[config.mk]
export PLATFORM = sky130hd
export DESIGN_NAME = mmt_timer
export DESIGN_NICKNAME = d
export VERILOG_FILES = /design/src/design/mmt_pkg.sv /design/src/design/mmt_timer.sv
export SDC_FILE = /design/constraint.sdc
export NUM_CORES = 1
export LEC_CHECK = 0
export BUFFER_PORTS_ARGS = -buffer_cell sky130_fd_sc_hd__buf_4
export CAP_MARGIN = 20
export CORE_AREA = 2 2 107 109
export CTS_CLUSTER_SIZE = 25
export DETAILED_ROUTE_END_ITERATION = 7
export DIE_AREA = 0 0 109 111
export GPL_TIMING_DRIVEN = 1
export PLACE_DENSITY = 0.68
export SLEW_MARGIN = 20
export SYNTH_ARGS = -nofsm -noshare
export SYNTH_HDL_FRONTEND = slang
export SYNTH_SLANG_ARGS = --single-unit
[constraint.sdc]
create_clock -name clock -period 2.7 [get_ports clock]
set_input_delay 0.54 -clock clock [delete_from_list [all_inputs] [get_ports clock]]
set_output_delay 0.54 -clock clock [all_outputs]
set_load 0.05 [all_outputs]
[src/design/mmt_pkg.sv]
/*
 Package for the multi-mode timer: register offsets, field positions,
 reset values and mode/function encodings.
 Assumes a 32-bit APB slave with one aligned word per register.
*/
package mmt_pkg;

  // ==========================================================================
  // Register byte offsets
  localparam logic [7:0] MMT_CTRL0_OFS  = 8'h00;
  localparam logic [7:0] MMT_CTRL1_OFS  = 8'h04;
  localparam logic [7:0] MMT_CNTL_OFS   = 8'h08;
  localparam logic [7:0] MMT_CNTH_OFS   = 8'h0C;
  localparam logic [7:0] MMT_CMPAL_OFS  = 8'h10;
  localparam logic [7:0] MMT_CMPAH_OFS  = 8'h14;
  localparam logic [7:0] MMT_FLAGS_OFS  = 8'h18;

  // ==========================================================================
  // Control 0 fields: run bit, clock select, period compare
  localparam int MMT_RUN_BIT    = 3;
  localparam int MMT_CKSEL_LSB  = 4;
  localparam int MMT_PER_LSB    = 0;

  // Control 1 fields
  localparam int MMT_MODE_LSB   = 6;
  localparam int MMT_FUNC_LSB   = 4;
  localparam int MMT_OINIT_BIT  = 3;
  localparam int MMT_OINV_BIT   = 2;
  localparam int MMT_SWAP_BIT   = 1;
  localparam int MMT_CCLR_BIT   = 0;

  // Flag register fields
  localparam int MMT_FA_BIT     = 0;
  localparam int MMT_FP_BIT     = 1;

  localparam logic [7:0] MMT_CTRL_RST = 8'h00;
  localparam logic [9:0] MMT_CMPA_RST = 10'h000;
  localparam logic [2:0] MMT_PER_ZERO = 3'h0;

  // Clock select: codes 6 and 7 take the external clock pin edges
  localparam logic [2:0] MMT_CK_EXT_RISE = 3'h6;
  localparam logic [2:0] MMT_CK_EXT_FALL = 3'h7;

  typedef enum logic [1:0] {
    MMT_MODE_CMP   = 2'b00,
    MMT_MODE_CAP   = 2'b01,
    MMT_MODE_PWM   = 2'b10,
    MMT_MODE_TIMER = 2'b11
  } mmt_mode_e;

  // Pin function codes
  localparam logic [1:0] MMT_FN_0 = 2'b00;
  localparam logic [1:0] MMT_FN_1 = 2'b01;
  localparam logic [1:0] MMT_FN_2 = 2'b10;
  localparam logic [1:0] MMT_FN_3 = 2'b11;

endpackage

[src/design/mmt_timer.sv]
/*
 Multi-mode 10-bit timer with APB register access.
 Assumes an APB master on the same clock; external clock and capture pins
 are asynchronous and synchronised here.
*/
// Design decisions made here: register access over APB and the register addresses.
`timescale 1ns/1ps

module mmt_timer
  import mmt_pkg::*;
#(
  parameter int CNT_W    = 10,
  parameter int PER_W    = 3,
  parameter int PRESCALE = 4
) (
  input  wire logic        clock,
  input  wire logic        srst,
  input  wire logic        psel,
  input  wire logic        penable,
  input  wire logic        pwrite,
  input  wire logic [7:0]  paddr,
  input  wire logic [31:0] pwdata,
  output logic [31:0]      prdata,
  output logic             pready,
  output logic             pslverr,
  input  wire logic        external_clock_pin,
  input  wire logic        capture_input_pin,
  output logic             timer_out,
  output logic             timer_out_en,
  output logic             timer_irq_pulse
);

  // ==========================================================================
  // Clock select field width
  localparam int CKSEL_W = 3;

  // ==========================================================================
  // Registers
  logic [7:0]       ctrl0_reg;
  logic [7:0]       ctrl1_reg;
  logic [CNT_W-1:0] cnt_reg;
  logic [CNT_W-1:0] cmpa_reg;
  logic             flag_a_reg;
  logic             flag_p_reg;
  logic             run_d_reg;
  logic             pin_reg;
  logic [PER_W-1:0] per_reg;
  logic [15:0]      pre_reg;
  logic [1:0]       eck_sync_reg;
  logic             eck_d_reg;
  logic [1:0]       cap_sync_reg;
  logic             cap_d_reg;

  mmt_mode_e        mode;
  logic [1:0]       func;
  logic             run;
  logic             run_rise;
  logic             tick;
  logic             match_a;
  logic             match_p;
  logic             cnt_clear;
  logic             cmp_like;
  logic             pulse_mode;
  logic             eck_edge;
  logic             cap_edge;
  logic             capture;
  logic             pwm_active;
  logic [CNT_W:0]   duty_v;
  logic [CNT_W:0]   period_v;
  logic             wr;
  logic             rd_ok;
  logic             clr_a;
  logic             clr_p;
  logic [CKSEL_W-1:0] cksel;
  logic             ext_clk_sel;

  function automatic logic [CNT_W:0] per_to_count(input logic [PER_W-1:0] p);
    logic [CNT_W:0] r;
    r = {1'b0, p, {(CNT_W-PER_W){1'b0}}};
    if (p == MMT_PER_ZERO) begin
      r = {1'b1, {CNT_W{1'b0}}};
    end
    return r;
  endfunction

  // Value the counter would step to next, one bit wider so that the end
  // of a full 1024-count period shows as 1024 and not as zero
  function automatic logic [CNT_W:0] next_count(input logic [CNT_W-1:0] c);
    return {1'b0, c} + {{CNT_W{1'b0}}, 1'b1};
  endfunction

  assign mode       = mmt_mode_e'(ctrl1_reg[MMT_MODE_LSB +: 2]);
  assign func       = ctrl1_reg[MMT_FUNC_LSB +: 2];
  assign run        = ctrl0_reg[MMT_RUN_BIT];
  assign per_reg    = ctrl0_reg[MMT_PER_LSB +: PER_W];
  assign run_rise   = run & ~run_d_reg;
  assign cmp_like   = (mode == MMT_MODE_CMP) || (mode == MMT_MODE_TIMER);
  assign pulse_mode = (mode == MMT_MODE_PWM) && (func == MMT_FN_3);
  assign wr         = psel & penable & pwrite;
  assign cksel      = ctrl0_reg[MMT_CKSEL_LSB +: CKSEL_W];
  assign ext_clk_sel = (cksel == MMT_CK_EXT_RISE) || (cksel == MMT_CK_EXT_FALL);

  // ==========================================================================
  // Timer clock: prescaler tick or external pin edge
  // Two-stage synchronisers for the asynchronous pins
  always_ff @(posedge clock) begin
    if (srst) begin
      eck_sync_reg <= 2'b00;
      eck_d_reg    <= 1'b0;
      cap_sync_reg <= 2'b00;
      cap_d_reg    <= 1'b0;
      run_d_reg    <= 1'b0;
    end else begin
      eck_sync_reg <= {eck_sync_reg[0], external_clock_pin};
      eck_d_reg    <= eck_sync_reg[1];
      cap_sync_reg <= {cap_sync_reg[0], capture_input_pin};
      cap_d_reg    <= cap_sync_reg[1];
      run_d_reg    <= run;
    end
  end

  assign eck_edge = (cksel == MMT_CK_EXT_FALL)
                  ? (eck_d_reg & ~eck_sync_reg[1]) : (~eck_d_reg & eck_sync_reg[1]);

  // Prescaler: one tick every PRESCALE clocks
  always_ff @(posedge clock) begin
    if (srst || pre_reg == 16'(PRESCALE - 1)) begin
      pre_reg <= 16'h0000;
    end else begin
      pre_reg <= pre_reg + 16'h0001;
    end
  end

  always_comb begin
    tick = (pre_reg == 16'(PRESCALE - 1));
    if (ext_clk_sel) begin
      tick = eck_edge;
    end
  end

  // ==========================================================================
  // Comparators
  // A match is the tick on which the counter would reach the compare value;
  // clearing on it replaces that step, so a period of N ticks counts 0..N-1
  assign match_a = tick & run & (next_count(cnt_reg) == {1'b0, cmpa_reg});
  // Period code sets counter bits 9..7; code zero stands for the full range
  assign match_p = tick & run & (next_count(cnt_reg) == per_to_count(per_reg));

  always_comb begin
    cnt_clear = 1'b0;
    if (cmp_like) begin
      if (ctrl1_reg[MMT_CCLR_BIT]) begin
        cnt_clear = match_a;
      end else begin
        // Period code zero matches at the top count: overflow clear
        cnt_clear = match_p;
      end
    end else if (mode == MMT_MODE_PWM && !pulse_mode) begin
      cnt_clear = ctrl1_reg[MMT_SWAP_BIT] ? match_a : match_p;
    end else if (mode == MMT_MODE_CAP) begin
      cnt_clear = (per_reg == MMT_PER_ZERO) ? 1'b0 : match_p;
    end
  end

  // ==========================================================================
  // Counter
  // Run rise restarts from zero; run low holds the residual count
  always_ff @(posedge clock) begin
    if (srst) begin
      cnt_reg <= '0;
    end else if (run_rise) begin
      cnt_reg <= '0;
    end else if (run && tick) begin
      cnt_reg <= cnt_clear ? '0 : cnt_reg + 1'b1;
    end
  end

  // ==========================================================================
  // Capture edge select
  // Edges come from the synchronised copy, two cycles behind the pin
  always_comb begin
    unique case (func)
      MMT_FN_0: cap_edge = ~cap_d_reg & cap_sync_reg[1];
      MMT_FN_1: cap_edge = cap_d_reg & ~cap_sync_reg[1];
      MMT_FN_2: cap_edge = cap_d_reg ^ cap_sync_reg[1];
      MMT_FN_3: cap_edge = 1'b0;
    endcase
  end
  // Capture only while running in capture mode
  assign capture = (mode == MMT_MODE_CAP) & run & cap_edge;

  // ==========================================================================
  // PWM level: duty and period chosen by the swap bit
  always_comb begin
    if (ctrl1_reg[MMT_SWAP_BIT]) begin
      duty_v   = per_to_count(per_reg);
      period_v = {1'b0, cmpa_reg};
    end else begin
      duty_v   = {1'b0, cmpa_reg};
      period_v = per_to_count(per_reg);
    end
    // Full duty once the duty value reaches the period
    pwm_active = (duty_v >= period_v) || ({1'b0, cnt_reg} < duty_v);
  end

  // ==========================================================================
  // APB and software registers
  assign clr_a = wr && paddr == MMT_FLAGS_OFS && pwdata[MMT_FA_BIT];
  assign clr_p = wr && paddr == MMT_FLAGS_OFS && pwdata[MMT_FP_BIT];

  always_ff @(posedge clock) begin
    if (srst) begin
      ctrl0_reg <= MMT_CTRL_RST;
      ctrl1_reg <= MMT_CTRL_RST;
    end else begin
      if (wr && paddr == MMT_CTRL1_OFS) begin
        ctrl1_reg <= pwdata[7:0];
      end
      if (wr && paddr == MMT_CTRL0_OFS) begin
        ctrl0_reg <= pwdata[7:0];
      // Pin edge starts a pulse only while the counter is idle
      end else if (pulse_mode && !run && eck_edge) begin
        ctrl0_reg[MMT_RUN_BIT] <= 1'b1;
      end else if (pulse_mode && match_a) begin
        ctrl0_reg[MMT_RUN_BIT] <= 1'b0;
      end
    end
  end

  always_ff @(posedge clock) begin
    if (srst) begin
      cmpa_reg <= MMT_CMPA_RST;
    end else if (capture) begin
      // A capture wins over a software write in the same cycle
      cmpa_reg <= cnt_reg;
    end else if (wr && paddr == MMT_CMPAL_OFS) begin
      cmpa_reg[7:0] <= pwdata[7:0];
    end else if (wr && paddr == MMT_CMPAH_OFS) begin
      cmpa_reg[CNT_W-1:8] <= pwdata[CNT_W-9:0];
    end
  end

  // Set wins over a same-cycle software clear
  always_ff @(posedge clock) begin
    if (srst) begin
      flag_a_reg <= 1'b0;
      flag_p_reg <= 1'b0;
    end else begin
      if (match_a || capture) begin
        flag_a_reg <= 1'b1;
      end else if (clr_a) begin
        flag_a_reg <= 1'b0;
      end
      if (match_p && !(cmp_like && ctrl1_reg[MMT_CCLR_BIT]) && !pulse_mode) begin
        flag_p_reg <= 1'b1;
      end else if (clr_p) begin
        flag_p_reg <= 1'b0;
      end
    end
  end

  // One-cycle event for the interrupt logic outside the block
  always_ff @(posedge clock) begin
    if (srst) begin
      timer_irq_pulse <= 1'b0;
    end else begin
      timer_irq_pulse <= (match_a && !(mode == MMT_MODE_CAP))
                       || capture
                       || (match_p && mode == MMT_MODE_CAP);
    end
  end

  // Unmapped addresses answer with an error and read as zero
  always_comb begin
    rd_ok = 1'b1;
    unique case (paddr)
      MMT_CTRL0_OFS, MMT_CTRL1_OFS, MMT_CNTL_OFS, MMT_CNTH_OFS,
      MMT_CMPAL_OFS, MMT_CMPAH_OFS, MMT_FLAGS_OFS: rd_ok = 1'b1;
      default: rd_ok = 1'b0;
    endcase
  end

  // Read data is taken in the setup cycle so that it stands with pready
  always_ff @(posedge clock) begin
    if (srst) begin
      prdata  <= 32'h0000_0000;
      pready  <= 1'b0;
      pslverr <= 1'b0;
    end else begin
      pready  <= psel & ~penable;
      pslverr <= psel & ~penable & ~rd_ok;
      prdata  <= 32'h0000_0000;
      if (psel && !penable && !pwrite) begin
        unique case (paddr)
          MMT_CTRL0_OFS: prdata[7:0] <= ctrl0_reg;
          MMT_CTRL1_OFS: prdata[7:0] <= ctrl1_reg;
          MMT_CNTL_OFS:  prdata[7:0] <= cnt_reg[7:0];
          MMT_CNTH_OFS:  prdata[CNT_W-9:0] <= cnt_reg[CNT_W-1:8];
          MMT_CMPAL_OFS: prdata[7:0] <= cmpa_reg[7:0];
          MMT_CMPAH_OFS: prdata[CNT_W-9:0] <= cmpa_reg[CNT_W-1:8];
          MMT_FLAGS_OFS: prdata[1:0] <= {flag_p_reg, flag_a_reg};
          default:       prdata <= 32'h0000_0000;
        endcase
      end
    end
  end

  // ==========================================================================
  // Output pin
  // Level before the invert; timer_out follows one cycle later
  always_ff @(posedge clock) begin
    if (srst) begin
      pin_reg <= 1'b0;
    end else if (cmp_like) begin
      if (run_rise) begin
        pin_reg <= ctrl1_reg[MMT_OINIT_BIT];
      end else if (match_a) begin
        unique case (func)
          MMT_FN_0: pin_reg <= pin_reg;
          MMT_FN_1: pin_reg <= 1'b0;
          MMT_FN_2: pin_reg <= 1'b1;
          MMT_FN_3: pin_reg <= ~pin_reg;
        endcase
      end
    end else if (mode == MMT_MODE_PWM) begin
      unique case (func)
        MMT_FN_0: pin_reg <= ~ctrl1_reg[MMT_OINIT_BIT];
        MMT_FN_1: pin_reg <= ctrl1_reg[MMT_OINIT_BIT];
        MMT_FN_2: pin_reg <= (run && pwm_active) == ctrl1_reg[MMT_OINIT_BIT];
        MMT_FN_3: pin_reg <= (run && !(match_a)) == ctrl1_reg[MMT_OINIT_BIT];
      endcase
    end else begin
      pin_reg <= ~ctrl1_reg[MMT_OINIT_BIT];
    end
  end

  // Timer and capture modes leave the pin to other functions
  always_ff @(posedge clock) begin
    if (srst) begin
      timer_out    <= 1'b0;
      timer_out_en <= 1'b0;
    end else begin
      timer_out    <= pin_reg ^ ctrl1_reg[MMT_OINV_BIT];
      timer_out_en <= (mode == MMT_MODE_CMP) || (mode == MMT_MODE_PWM);
    end
  end

endmodule

======== Word-level counts from Yosys, hierarchy flattened ========
Index checks and enable logic that the tools add are counted.
operators by class
  reduce and logical (&&, ||, !) cells .... 51
  magnitude comparators ................... 2
  add/subtract/negate cells ............... 3
  equal/unequal tests ..................... 22
  mux-type cells .......................... 33
  bitwise gates (word level) .............. 26
operator list
  cell                                                  number
  two-way mux 11 bit                                    3
  equality test 8 x 5 -> 1 bit, second input constant   3
  one-hot mux 6 bit (4 select lines)                    1
  logical AND 1 bit                                     22
  two-way mux 1 bit                                     20
  two-way mux 10 bit                                    2
  adder 16 x 1 -> 16 bit, second input constant         1
  equality test 16 x 2 -> 1 bit, second input constant  1
  equality test 8 x 4 -> 1 bit, second input constant   2
  AND 1 bit                                             14
  one-hot mux 2 bit (7 select lines)                    1
  adder 10 x 1 -> 11 bit, second input constant         1
  equality test 11 x 10 -> 1 bit                        1
  equality test 11 bit                                  1
  greater-or-equal comparator 11 bit                    1
  < comparator 10 x 11 -> 1 bit                         1
  adder 10 x 1 -> 10 bit, second input constant         1
  NOT 1 bit                                             10
  equality test 2 bit, second input constant            4
  equality test 8 x 3 -> 1 bit, second input constant   1
  zero test 8 bit                                       1
  logical OR 1 bit                                      8
  two-way mux 8 bit                                     1
  one-hot mux 1 bit (4 select lines)                    2
  16 further kinds                                      34
storage, ports and cells
  logic and storage cells ................. 159
  bits in registers ....................... 99

======== Longest topological paths before layout ========
Gate-level depths: netlist (run 1).
  depth in word-level cells ............... 12
  depth in mapped cells ................... 13
  gate-level depth less buffers ........... 11

======== Least setup slack after synthesis (run 1) ========
OpenSTA, ideal clock, no wires.
  kind .................................... register to register
  start point ............................. register ctrl1_reg[1]
  end point ............................... register pin_reg
  path slack .............................. -0.126 ns
  cell stages (with the launch flop) ...... 14
  period minus slack after synthesis ...... 2.826 ns
  arrival ................................. 2.752 ns
  buffers on the path ..................... 2
  library setup time ...................... 0.074 ns
  cells stage by stage .................... dfxtp_1 -> clkbuf_1 -> buf_1 -> mux2i_1 -> inv_1 -> ha_1 -> nor2_1 -> nand3_1 -> a221o_1 -> a21oi_1 -> o21ai_0 -> o2111ai_1 -> mux2_1 -> a31oi_1
on the way
  word-level cells in the longest chain between the ends .. 8
ends and longest elaborated chain
  item                                                                                 RTL line          text
  start: declaration                                                                   mmt_timer.sv:40   logic [7:0] ctrl1_reg;
  start signal: assignment                                                             mmt_timer.sv:217  ctrl1_reg <= pwdata[7:0];
  two-way mux 11 bit                                                                   mmt_timer.sv:195  if (ctrl1_reg[MMT_SWAP_BIT]) begin
  greater-or-equal comparator 11 bit or < comparator 10 x 11 -> 1 bit (tied branches)  mmt_timer.sv:203  pwm_active = (duty_v >= period_v) || ({1'b0, cnt_reg} < duty_v);
  logical OR 1 bit *                                                                   mmt_timer.sv:203
  logical AND 1 bit *                                                                  mmt_timer.sv:329  MMT_FN_2: pin_reg <= (run && pwm_active) == ctrl1_reg[MMT_OINIT_BIT];
  equality test 1 bit *                                                                mmt_timer.sv:329
  one-hot mux 1 bit (4 select lines) *                                                 mmt_timer.sv:326  unique case (func)
  two-way mux 1 bit *                                                                  mmt_timer.sv:325  end else if (mode == MMT_MODE_PWM) begin
  two-way mux 1 bit *                                                                  mmt_timer.sv:314  end else if (cmp_like) begin
  end signal: assignment                                                               mmt_timer.sv:327  MMT_FN_0: pin_reg <= ~ctrl1_reg[MMT_OINIT_BIT];
  end signal: assignment                                                               mmt_timer.sv:329
  end signal: assignment                                                               mmt_timer.sv:330  MMT_FN_3: pin_reg <= (run && !(match_a)) == ctrl1_reg[MMT_OINIT_BIT];
  end: declaration                                                                     mmt_timer.sv:46   logic pin_reg;
Mark *: on every way between the ends. The rest lies on a longest branch, timed or not.
A chain may end at the register's enable or synchronous reset.

======== Worst setup path after layout (run 1) ========
  start point ............................. register cnt_reg[0]
  end point ............................... register pin_reg
on the way
  word-level cells in the longest chain between the ends .. 9
ends and longest elaborated chain
  item                                RTL line          text
  start: declaration                  mmt_timer.sv:41   logic [CNT_W-1:0] cnt_reg;
  start signal: assignment            mmt_timer.sv:174  cnt_reg <= cnt_clear ? '0 : cnt_reg + 1'b1;
  adder 10 x 1 -> 11 bit              mmt_timer.sv:89   return {1'b0, c} + {{CNT_W{1'b0}}, 1'b1};
  equality test 11 x 10 -> 1 bit      mmt_timer.sv:145  assign match_a = tick & run & (next_count(cnt_reg) == {1'b0, cmpa_reg});
  AND 1 bit                           mmt_timer.sv:145
  zero test 1 bit                     mmt_timer.sv:330
  logical AND 1 bit                   mmt_timer.sv:330
  equality test 1 bit                 mmt_timer.sv:330
  one-hot mux 1 bit (4 select lines)  mmt_timer.sv:326
  two-way mux 1 bit                   mmt_timer.sv:325
  two-way mux 1 bit                   mmt_timer.sv:314
  end signal: assignment              mmt_timer.sv:316  pin_reg <= ctrl1_reg[MMT_OINIT_BIT];
  end signal: assignment              mmt_timer.sv:327
  end signal: assignment              mmt_timer.sv:330
Several ways; a longest one is shown, not always the timed one.

==> results.md, run 1 <==
- H-tree Lvls: 3
- Yosys reg bits: 75
- Tmin final: 2651 ps
- Die footprint: 12100 um2
- Max frequency: 0.3772 GHz
- Core Area: 11080 um2
- Initial antenna violation count: 0
- Setup-failing EPs final: 0
- Total power: 2.493 mW
- Post-synth top area share: 0.3105
- Synth Cell Area: 4836 um2
- Final instance area: 5510 um2
- Longest Clk Path Bufs: 2
- Vias per std cell: 5.672
- Final net count: 675
- Hold Crit Class: input pin to flop
- Area Overhead vs Synth: 13.95%
- Largest net degree at the start of global routing: 35
- First-pass GRT wire length: 20120 um
- # IOs: 84
- Clock Sinks: 75
- Max VDD drop: 243.0 uV
- Number of flip-flops in the largest register: 16
- CTS tree: built
- Register area share after synthesis: 0.3105
- Vias: 4305
- Post-Route WL: 12550 um
- Post-synth EDFFs: 0
- Dpl hpwl: 9225 um
- Clock Latency Late Sink: 340 ps
- Gpl congestion: 0.9454
- CTS Buf Count: 9
- Chip height: 111 um
- Avg WL per Cell: 16.54 um
- DRT iter0 DRCs: 350
- Detail Route Antenna Nets: 0
- Slew HR: 0.5920
- Crit Path Class: flop to flop
- Site Rows: 39
- Netlist cell types: 75
- Vias in the first global route: 4087
- Clock-pin slew on the worst setup and hold paths: 60 ps
- Clk_skew: 8.446 ps
- Crit. End Element: flop
- Max-cap viol count: 0
- Critical path launch point type: flop
- Synthesis Warnings: 0
- Final setup margin: 48.92 ps
- Status: completed
- Fin crit share: 0.9819
- Synth Instances: 578
- Worst Path Max Fanout: 5
- Pre-CTS WS: 33.91 ps
- Leak: 2.143 nW
- Largest cells by area after synthesis: dfxtp_1 (31%), mux2i_1 (8.1%), nor2_1 (5.8%)
- Final-report hold violation count: 0
- Asr flop ratio synth: 0
- GR Util All Layers: 0.2128
- Area leader, netlist: dfxtp_1
- Top_reg_cell synth: dfxtp_1
- Total gr overflow: 0
- Unrepaired setup endpoints after global routing: yes
- Critical Path RT: 2970 ps
- DP Cell Count: 742
- Starting Density: 0.4366
- Die W: 109 um
- Clock root cell: clkbuf_16
- Layout cells sized above 1: 0.1737
- Avg Cell Area, Syn: 8.367 um2
- PwrDens: 452.4 nW/um2
- DR DRC count: 0
- Antenna Cells: 0
- Critical path arrival: 2920 ps
- Port buffer count: 35
- Fin. max-slew vios: 0
- TritonRoute pass-1 iters: 5
- Worst slew pin tran: 609.7 ps
- Hold_ws: 409.3 ps
- Area after DPL: 5171 um2
- Fin cells: 759
-- cell families (layout without fill, tap and decap cells) --
logic type / Yosys count / after routing / synth area share
multiplexers: 44 / 44 / 0.09702
flip-flops: 75 / 75 / 0.3105
XOR/XNOR: 24 / 24 / 0.04347
other: 1 / 24 / 0.0007755
AND/OR/NAND/NOR: 232 / 232 / 0.2520
buffers and inverters: 73 / 88 / 0.08642
adder cells (fa/ha/maj): 17 / 17 / 0.04398
AO/OA/AOI/OAI: 112 / 112 / 0.1658
-- timing repair --
| item | in CTS | in global routing |
|---|---|---|
| setup buffers | 0 | 1 |
| endpoints found under the setup margin | 0 | 3 |
| gates resized for setup | 0 | 9 |
| hold buffers | 0 | 0 |
-- report_power, final --
group,internal (mW),leakage [nW],switching [mW]
clock network,0.665,0.142,0.513
registers,1.12,0.607,0.00671
logic,0.0476,1.39,0.143
total,1.83,2.14,0.663
-- synth_stat cells, types with 12 or more instances --
library cell / number
mux2i_1: 39
inv_1: 12
nand2_1: 43
nand2b_1: 18
o21ai_0: 27
a21oi_1: 16
ha_1: 17
dfxtp_1: 75
nor2_1: 75
buf_4: 30
nand3_1: 13
clkbuf_1: 19
xnor2_1: 14
-- worst max-delay path: stages (launching register included) --
cell and delay (ps):
dfxtp_1 390, ha_1 260, nand4_1 230, o21ai_0 260
a31oi_2 150, nor4_2 260, nand3_2 170, or3b_1 390
a211o_1 300, a31oi_1 150
-- cells in the final DEF, fill, tap and decap left out, types with 9 or more instances in the layout --
cell and count:
conb_1 24, ha_1 16, dfxtp_1 74, nand3_1 12, mux2i_1 39, nor2b_1 10, a21oi_1 16, nand2b_1 18
buf_4 60, o21ai_0 27, nand2_1 43, nand4_1 10, xor2_1 10, a211oi_1 10, inv_1 12, xnor2_1 14
nor2_1 74, clkbuf_16 9
-- layout make-up --
class,count,area (um2)
clock buffer,10,239.0
clock inverter,6,53.80
fill,1051,5567
inverter,12,45.04
multi-input combinational,453,3040
sequential,75,1503
tap,143,178.9
timing repair buffer,60,450.4
-- per-layer routing --
layer	vias to the layer above	global-route usage	part of all wire
met5	-	0	0
met4	0	0.09658	0.021
met3	25	0.04292	0.064
met2	158	0.3429	0.48
met1	2039	0.2711	0.44
li1	2083	-	-
-- metrics by stage --
step | TNS [ps] | util
global route | -45.95 | 0.4975
finish | 0 | 0.4975
CTS | 0 | 0.4933
global placement | 0 | 0.4668
detailed placement | 0 | 0.4668
floorplan | 0 | -
-- final timing paths --
kind | to | startpoint | cells past startpoint | slack (ps)
hold / removal | cap_sync_reg[0] | capture_input_pin | 2 | 410
hold reg to reg | eck_sync_reg[1] | eck_sync_reg[0] | 1 | 440
setup / recovery | pin_reg | cnt_reg[0] | 9 | 50
setup reg to reg | pin_reg | cnt_reg[0] | 9 | 50
No activity file was read; power rests on OpenSTA's default activity.
==> inputs of run 2 (changes only) <==
Settings changed: RECOVER_POWER set to 50.
==> results.md, run 2 (synthesized netlist as in run 1, its figures left out) <==
- Antenna Cells: 0
- Number of flip-flops in the largest register: 16
- Clock network fraction of design power: 0.474
- Crit Path Class: flop to flop
- Gpl congestion: 0.9454
- Detail Route Antenna Nets: 0
- Slew HR: 0.4270
- PwrDens: 457.4 nW/um2
- GR Util All Layers: 0.2128
- H-tree Lvls: 3
- CTS tree: built
- # IOs: 84
- CTS Buf Count: 9
- Fin. max-slew vios: 0
- Critical Path RT: 2970 ps
- Final-report hold violation count: 0
- Number of filler cells placed in the layout: 1062
- Fin crit share: 0.9764
- Vias: 4290
- Chip height: 111 um
- Die W: 109 um
- Max-cap viol count: 0
- Area Overhead vs Synth: 12.86%
- Clock-pin slew on the worst setup and hold paths: 60 ps
- Worst Path Max Fanout: 5
- Layout cells sized above 1: 0.1510
- Vias per std cell: 5.652
- Critical path launch point type: flop
- DR DRC count: 0
- Total gr overflow: 0
- Dpl hpwl: 9225 um
- Total power: 2.496 mW
- Vias in the first global route: 4087
- Sw power: 0.6691 mW
- Leak: 2.085 nW
- Unrepaired setup endpoints after global routing: yes
- Multi-input logic area: 3040 um2
- Die footprint: 12100 um2
- Sw Ratio: 0.2680
- Comb power frac: 0.075
- Sequential group share of total power: 0.450
- Site Rows: 39
- Initial antenna violation count: 0
- Reg2Reg Depth: 9
- Post-Route WL: 12630 um
- Critical path arrival: 2910 ps
- Seq. cell area: 1503 um2
- Clk_skew: 8.807 ps
- Core Area: 11080 um2
- Final net count: 675
- Post-CTS Hold Buffers: 0
- Status: completed
- Internal: 1.827 mW
- DRT iter0 DRCs: 324
- Most frequent cells in the layout: nor2_1 (74), dfxtp_1 (74), buf_4 (45)
- First-pass GRT wire length: 20120 um
- Worst slew pin tran: 859.4 ps
- Setup-failing EPs final: 0
- Crit. End Element: flop
- Hold Crit Class: input pin to flop
- Longest Clk Path Bufs: 2
- Pre-CTS WS: 33.91 ps
- Starting Density: 0.4366
- Clock Latency Late Sink: 350 ps
- Max frequency: 0.3793 GHz
- Port buffer count: 35
- Final setup margin: 63.64 ps
- Clock root cell: clkbuf_16
- Clock Sinks: 75
- Tmin final: 2636 ps
- Max VDD drop: 242.8 uV
- Largest net degree at the start of global routing: 35
- Worst hold path depth: 2
- Avg WL per Cell: 16.64 um
- TritonRoute pass-1 iters: 6
[run 2: cell types whose count changed in the layout (fill, tap and decap cells not counted), sizes merged]
cell	before	now
clkbuf	10	25
buf	60	45
[run 2: path summary, 6_finish.rpt]
path | startpoint | endpoint | slack, ps
setup / recovery | cnt_reg[0] | pin_reg | 60
hold / removal | capture_input_pin | cap_sync_reg[0] | 410
setup reg to reg | cnt_reg[0] | pin_reg | 60
hold reg to reg | eck_sync_reg[0] | eck_sync_reg[1] | 450
[run 2: cell type report]
type	instances	area share
multi-input cells	453	0.5571
flip-flops and latches	75	0.2753
repair buffers	60	0.07290
clock buffers	10	0.04379
well taps	143	0.03278
clock inverters	6	0.009858
inverters	12	0.008253
[run 2: power by group through the flow]
| stage | sequential (mW) | clock, mW | combinational, mW |
|---|---|---|---|
| 2_1_floorplan | 1.15 | 0 | 0.159 |
| 3_3_place_gp | 1.15 | 0 | 0.186 |
| 3_5_place_dp | 1.15 | 0 | 0.188 |
| 4_1_cts | 1.12 | 1.19 | 0.188 |
| 5_1_grt | 1.12 | 1.24 | 0.201 |
| 6_report | 1.12 | 1.18 | 0.188 |
[run 2: worst max-delay path, cell delays in order, from the launching register on]
cell and delay, ps:
dfxtp_1 390, ha_1 260, nand4_1 230, o21ai_0 260, a31oi_2 150, nor4_2 260
nand3_2 170, or3b_1 390, a211o_1 300, a31oi_1 150
[run 2: repair_timing]
item,4_1_cts,5_1_grt
setup endpoints to repair,0,3
setup buffers,0,1
resized for setup,0,9
[run 2: stage by stage]
step | setup TNS [ps] | instances | utilization | area (um2) | hold slack (ps)
global route | -45.95 | 759 | 0.4927 | 5458 | 418.3
global placement | 0 | 742 | 0.4668 | 5171 | 428.2
finish | 0 | 759 | 0.4927 | 5458 | 405.4
floorplan | 0 | 601 | - | 4925 | 413.8
CTS | 0 | 758 | 0.4933 | 5464 | 405.3
detailed placement | 0 | 742 | 0.4668 | 5171 | 426.1
[run 2: layer usage]
| layer | wire length (um) | track usage | up-vias |
|---|---|---|---|
| li1 | - | - | 2078 |
| met1 | 5569 | 0.2711 | 2036 |
| met2 | 6049 | 0.3429 | 148 |
| met3 | 732 | 0.04292 | 28 |
| met4 | 275 | 0.09658 | 0 |
| met5 | 0 | 0 | - |
==> inputs of run 3 (changes only) <==
Settings changed: ABC_AREA set to 1, CORE_AREA 2 2 107 109 to 2 2 106 108, DIE_AREA 0 0 109 111 to 0 0 108 110.
==> results.md, run 3 <==
- Post-CTS Hold Buffers: 0
- Initial antenna violation count: 0
- R2R Path Start: ctrl1_reg[1]
- Avg WL per Cell: 15.69 um
- Setup-failing EPs final: 0
- Yosys reg bits: 75
- Total setup buffers inserted after CTS: 0
- Hold EP: cap_sync_reg[0]
- Final setup margin: 187.9 ps
- Worst reg2reg endpoint: pin_reg
- Total power: 2.271 mW
- Final net count: 839
- Vias: 4886
- Top cells by count, synth: nand2_1 (171), inv_1 (101), nor2_1 (82)
- Most frequent cells in the layout: nand2_1 (171), inv_1 (101), nor2_1 (82)
- Total gr overflow: 0
- H-tree Lvls: 3
- # IOs: 84
- CTS tree: built
- Synth Cell Area: 4745 um2
- Reg2Reg Depth: 14
- Most common cell after layout, fill and taps aside: nand2_1
- CTS Buf Count: 9
- Area Overhead vs Synth: 11.34%
- Reg2Reg Setup Slack: 190 ps
- Slew HR: 0.1754
- Final-report hold violation count: 0
- Worst slew pin tran: 1237 ps
- Vias in the first global route: 4349
- Pre-CTS WS: 199.1 ps
- Synth Instances: 729
- Die W: 108 um
- Crit. End Element: flop
- Longest Clk Path Bufs: 2
- PwrDens: 429.8 nW/um2
- Fin. max-slew vios: 0
- Antenna Cells: 0
- Multi-input logic area: 2675 um2
- Site Rows: 38
- Tmin final: 2512 ps
- Worst Hold Launch: capture_input_pin
- Worst Path Max Fanout: 11
- Largest cells by area after synthesis: dfxtp_1 (32%), nand2_1 (14%), inv_1 (8.0%)
- Leak: 2.173 nW
- Top_reg_cell synth: dfxtp_1
- Seq. cell area: 1504 um2
- GR Util All Layers: 0.2490
- Clock root cell: clkbuf_8
- Critical Path RT: 2970 ps
- Core Area: 10700 um2
- Post-Route WL: 14440 um
- Layout cells sized above 1: 0.1128
- DR DRC count: 0
- Fin crit share: 0.9304
- Netlist cell types: 49
- Clock Sinks: 75
- Number of flip-flops in the largest register: 16
- Status: completed
- Detail Route Antenna Nets: 0
- Dpl hpwl: 11230 um
- Crit Path Class: flop to flop
- Worst hold path depth: 3
- Avg Cell Area, Syn: 6.508 um2
- TritonRoute pass-1 iters: 7
- Gpl congestion: 0.9604
- Vias per std cell: 5.311
- Critical path arrival: 2780 ps
- Clock-pin slew on the worst setup and hold paths: 80 ps
- Register area share after synthesis: 0.3165
- Layout Utilization: 0.4938
- Max frequency: 0.3981 GHz
- Hold Crit Class: input pin to flop
- Hold_ws: 389.3 ps
- Starting Density: 0.4435
- Asr flop ratio synth: 0
- Cts repair resizes: 0
- Port buffer count: 35
- Number of filler cells placed in the layout: 1099
- Area leader, netlist: dfxtp_1
- First-pass GRT wire length: 22420 um
- Chip height: 110 um
- Critical path launch point type: flop
- Die footprint: 11880 um2
- Post-route setup TNS: 0 ps
- Max VDD drop: 367.6 uV
- Max-cap viol count: 0
- Clock Latency Late Sink: 350 ps
- Synthesis Warnings: 0
- Clk_skew: 13.01 ps
- Unrepaired setup endpoints after global routing: no
- Count leader, synth: nand2_1
- DRT iter0 DRCs: 373
- Largest net degree at the start of global routing: 25
- Post-synth top area share: 0.3165
- Post-synth EDFFs: 0
run 3: per-stage QoR:
step,cells,area [um2]
after global routing,920,5283
after CTS,920,5334
final,920,5283
after detailed placement,904,5115
after floorplan,752,4831
after global placement,904,5115
run 3: routing by layer:
| layer | global-route usage | wire length [um] | vias to the layer above |
|---|---|---|---|
| met5 | 0 | 0 | - |
| met3 | 0.04056 | 1031 | 17 |
| met4 | 0.06868 | 238 | 0 |
| met1 | 0.3257 | 6303 | 2270 |
| met2 | 0.4268 | 6863 | 195 |
| li1 | - | - | 2404 |
run 3: critical path: stages (launching register included):
cell and delay (ps):
dfxtp_2 390, inv_1 300, nand2_1 100, ha_1 320, a21oi_1 180, o21ai_0 110, o21ai_0 300, nand2_1 120
nand3_1 120, nand2_1 70, nand2_1 80, nand3_1 70, nand2_1 60, nand3_1 60, a21oi_1 170
run 3: cells by family after synthesis:
kind of cell | after synthesis | synth area share
simple gates | 366 | 0.3431
fa+ha+maj | 17 | 0.04483
other cells | 1 | 0.0007904
compound gates | 125 | 0.1527
flops | 75 | 0.3165
buf+inv | 143 | 0.1384
xor+xnor | 2 | 0.003693
run 3: cell type report:
type,count,share of cell area
Clock buffer,12,0.02748
Clock inverter,4,0.01397
Inverter,106,0.07532
Multi-Input combinational cell,534,0.5064
Sequential cell,75,0.2847
Tap cell,140,0.03316
Timing Repair Buffer,49,0.05898
run 3: power breakdown:
part	total (mW)	switching, mW	internal (mW)	leakage [nW]
clock	0.971	0.423	0.547	0.111
combinational	0.178	0.140	0.0378	1.45
sequential	1.12	0.00603	1.12	0.607
total	2.27	0.570	1.70	2.17
run 3: how the worst max path moves through the flow:
stage / start / endpoint / slack [ps] / depth (start not counted)
floorplan: cnt_reg[1] / cnt_reg[1] / 630 / 16
global placement: cnt_reg[1] / cnt_reg[9] / 250 / 16
detailed placement: cnt_reg[1] / cnt_reg[8] / 200 / 16
CTS: cnt_reg[1] / cnt_reg[8] / 180 / 16
global route: cnt_reg[2] / cnt_reg[8] / 4 / 15
finish: ctrl1_reg[1] / pin_reg / 190 / 14
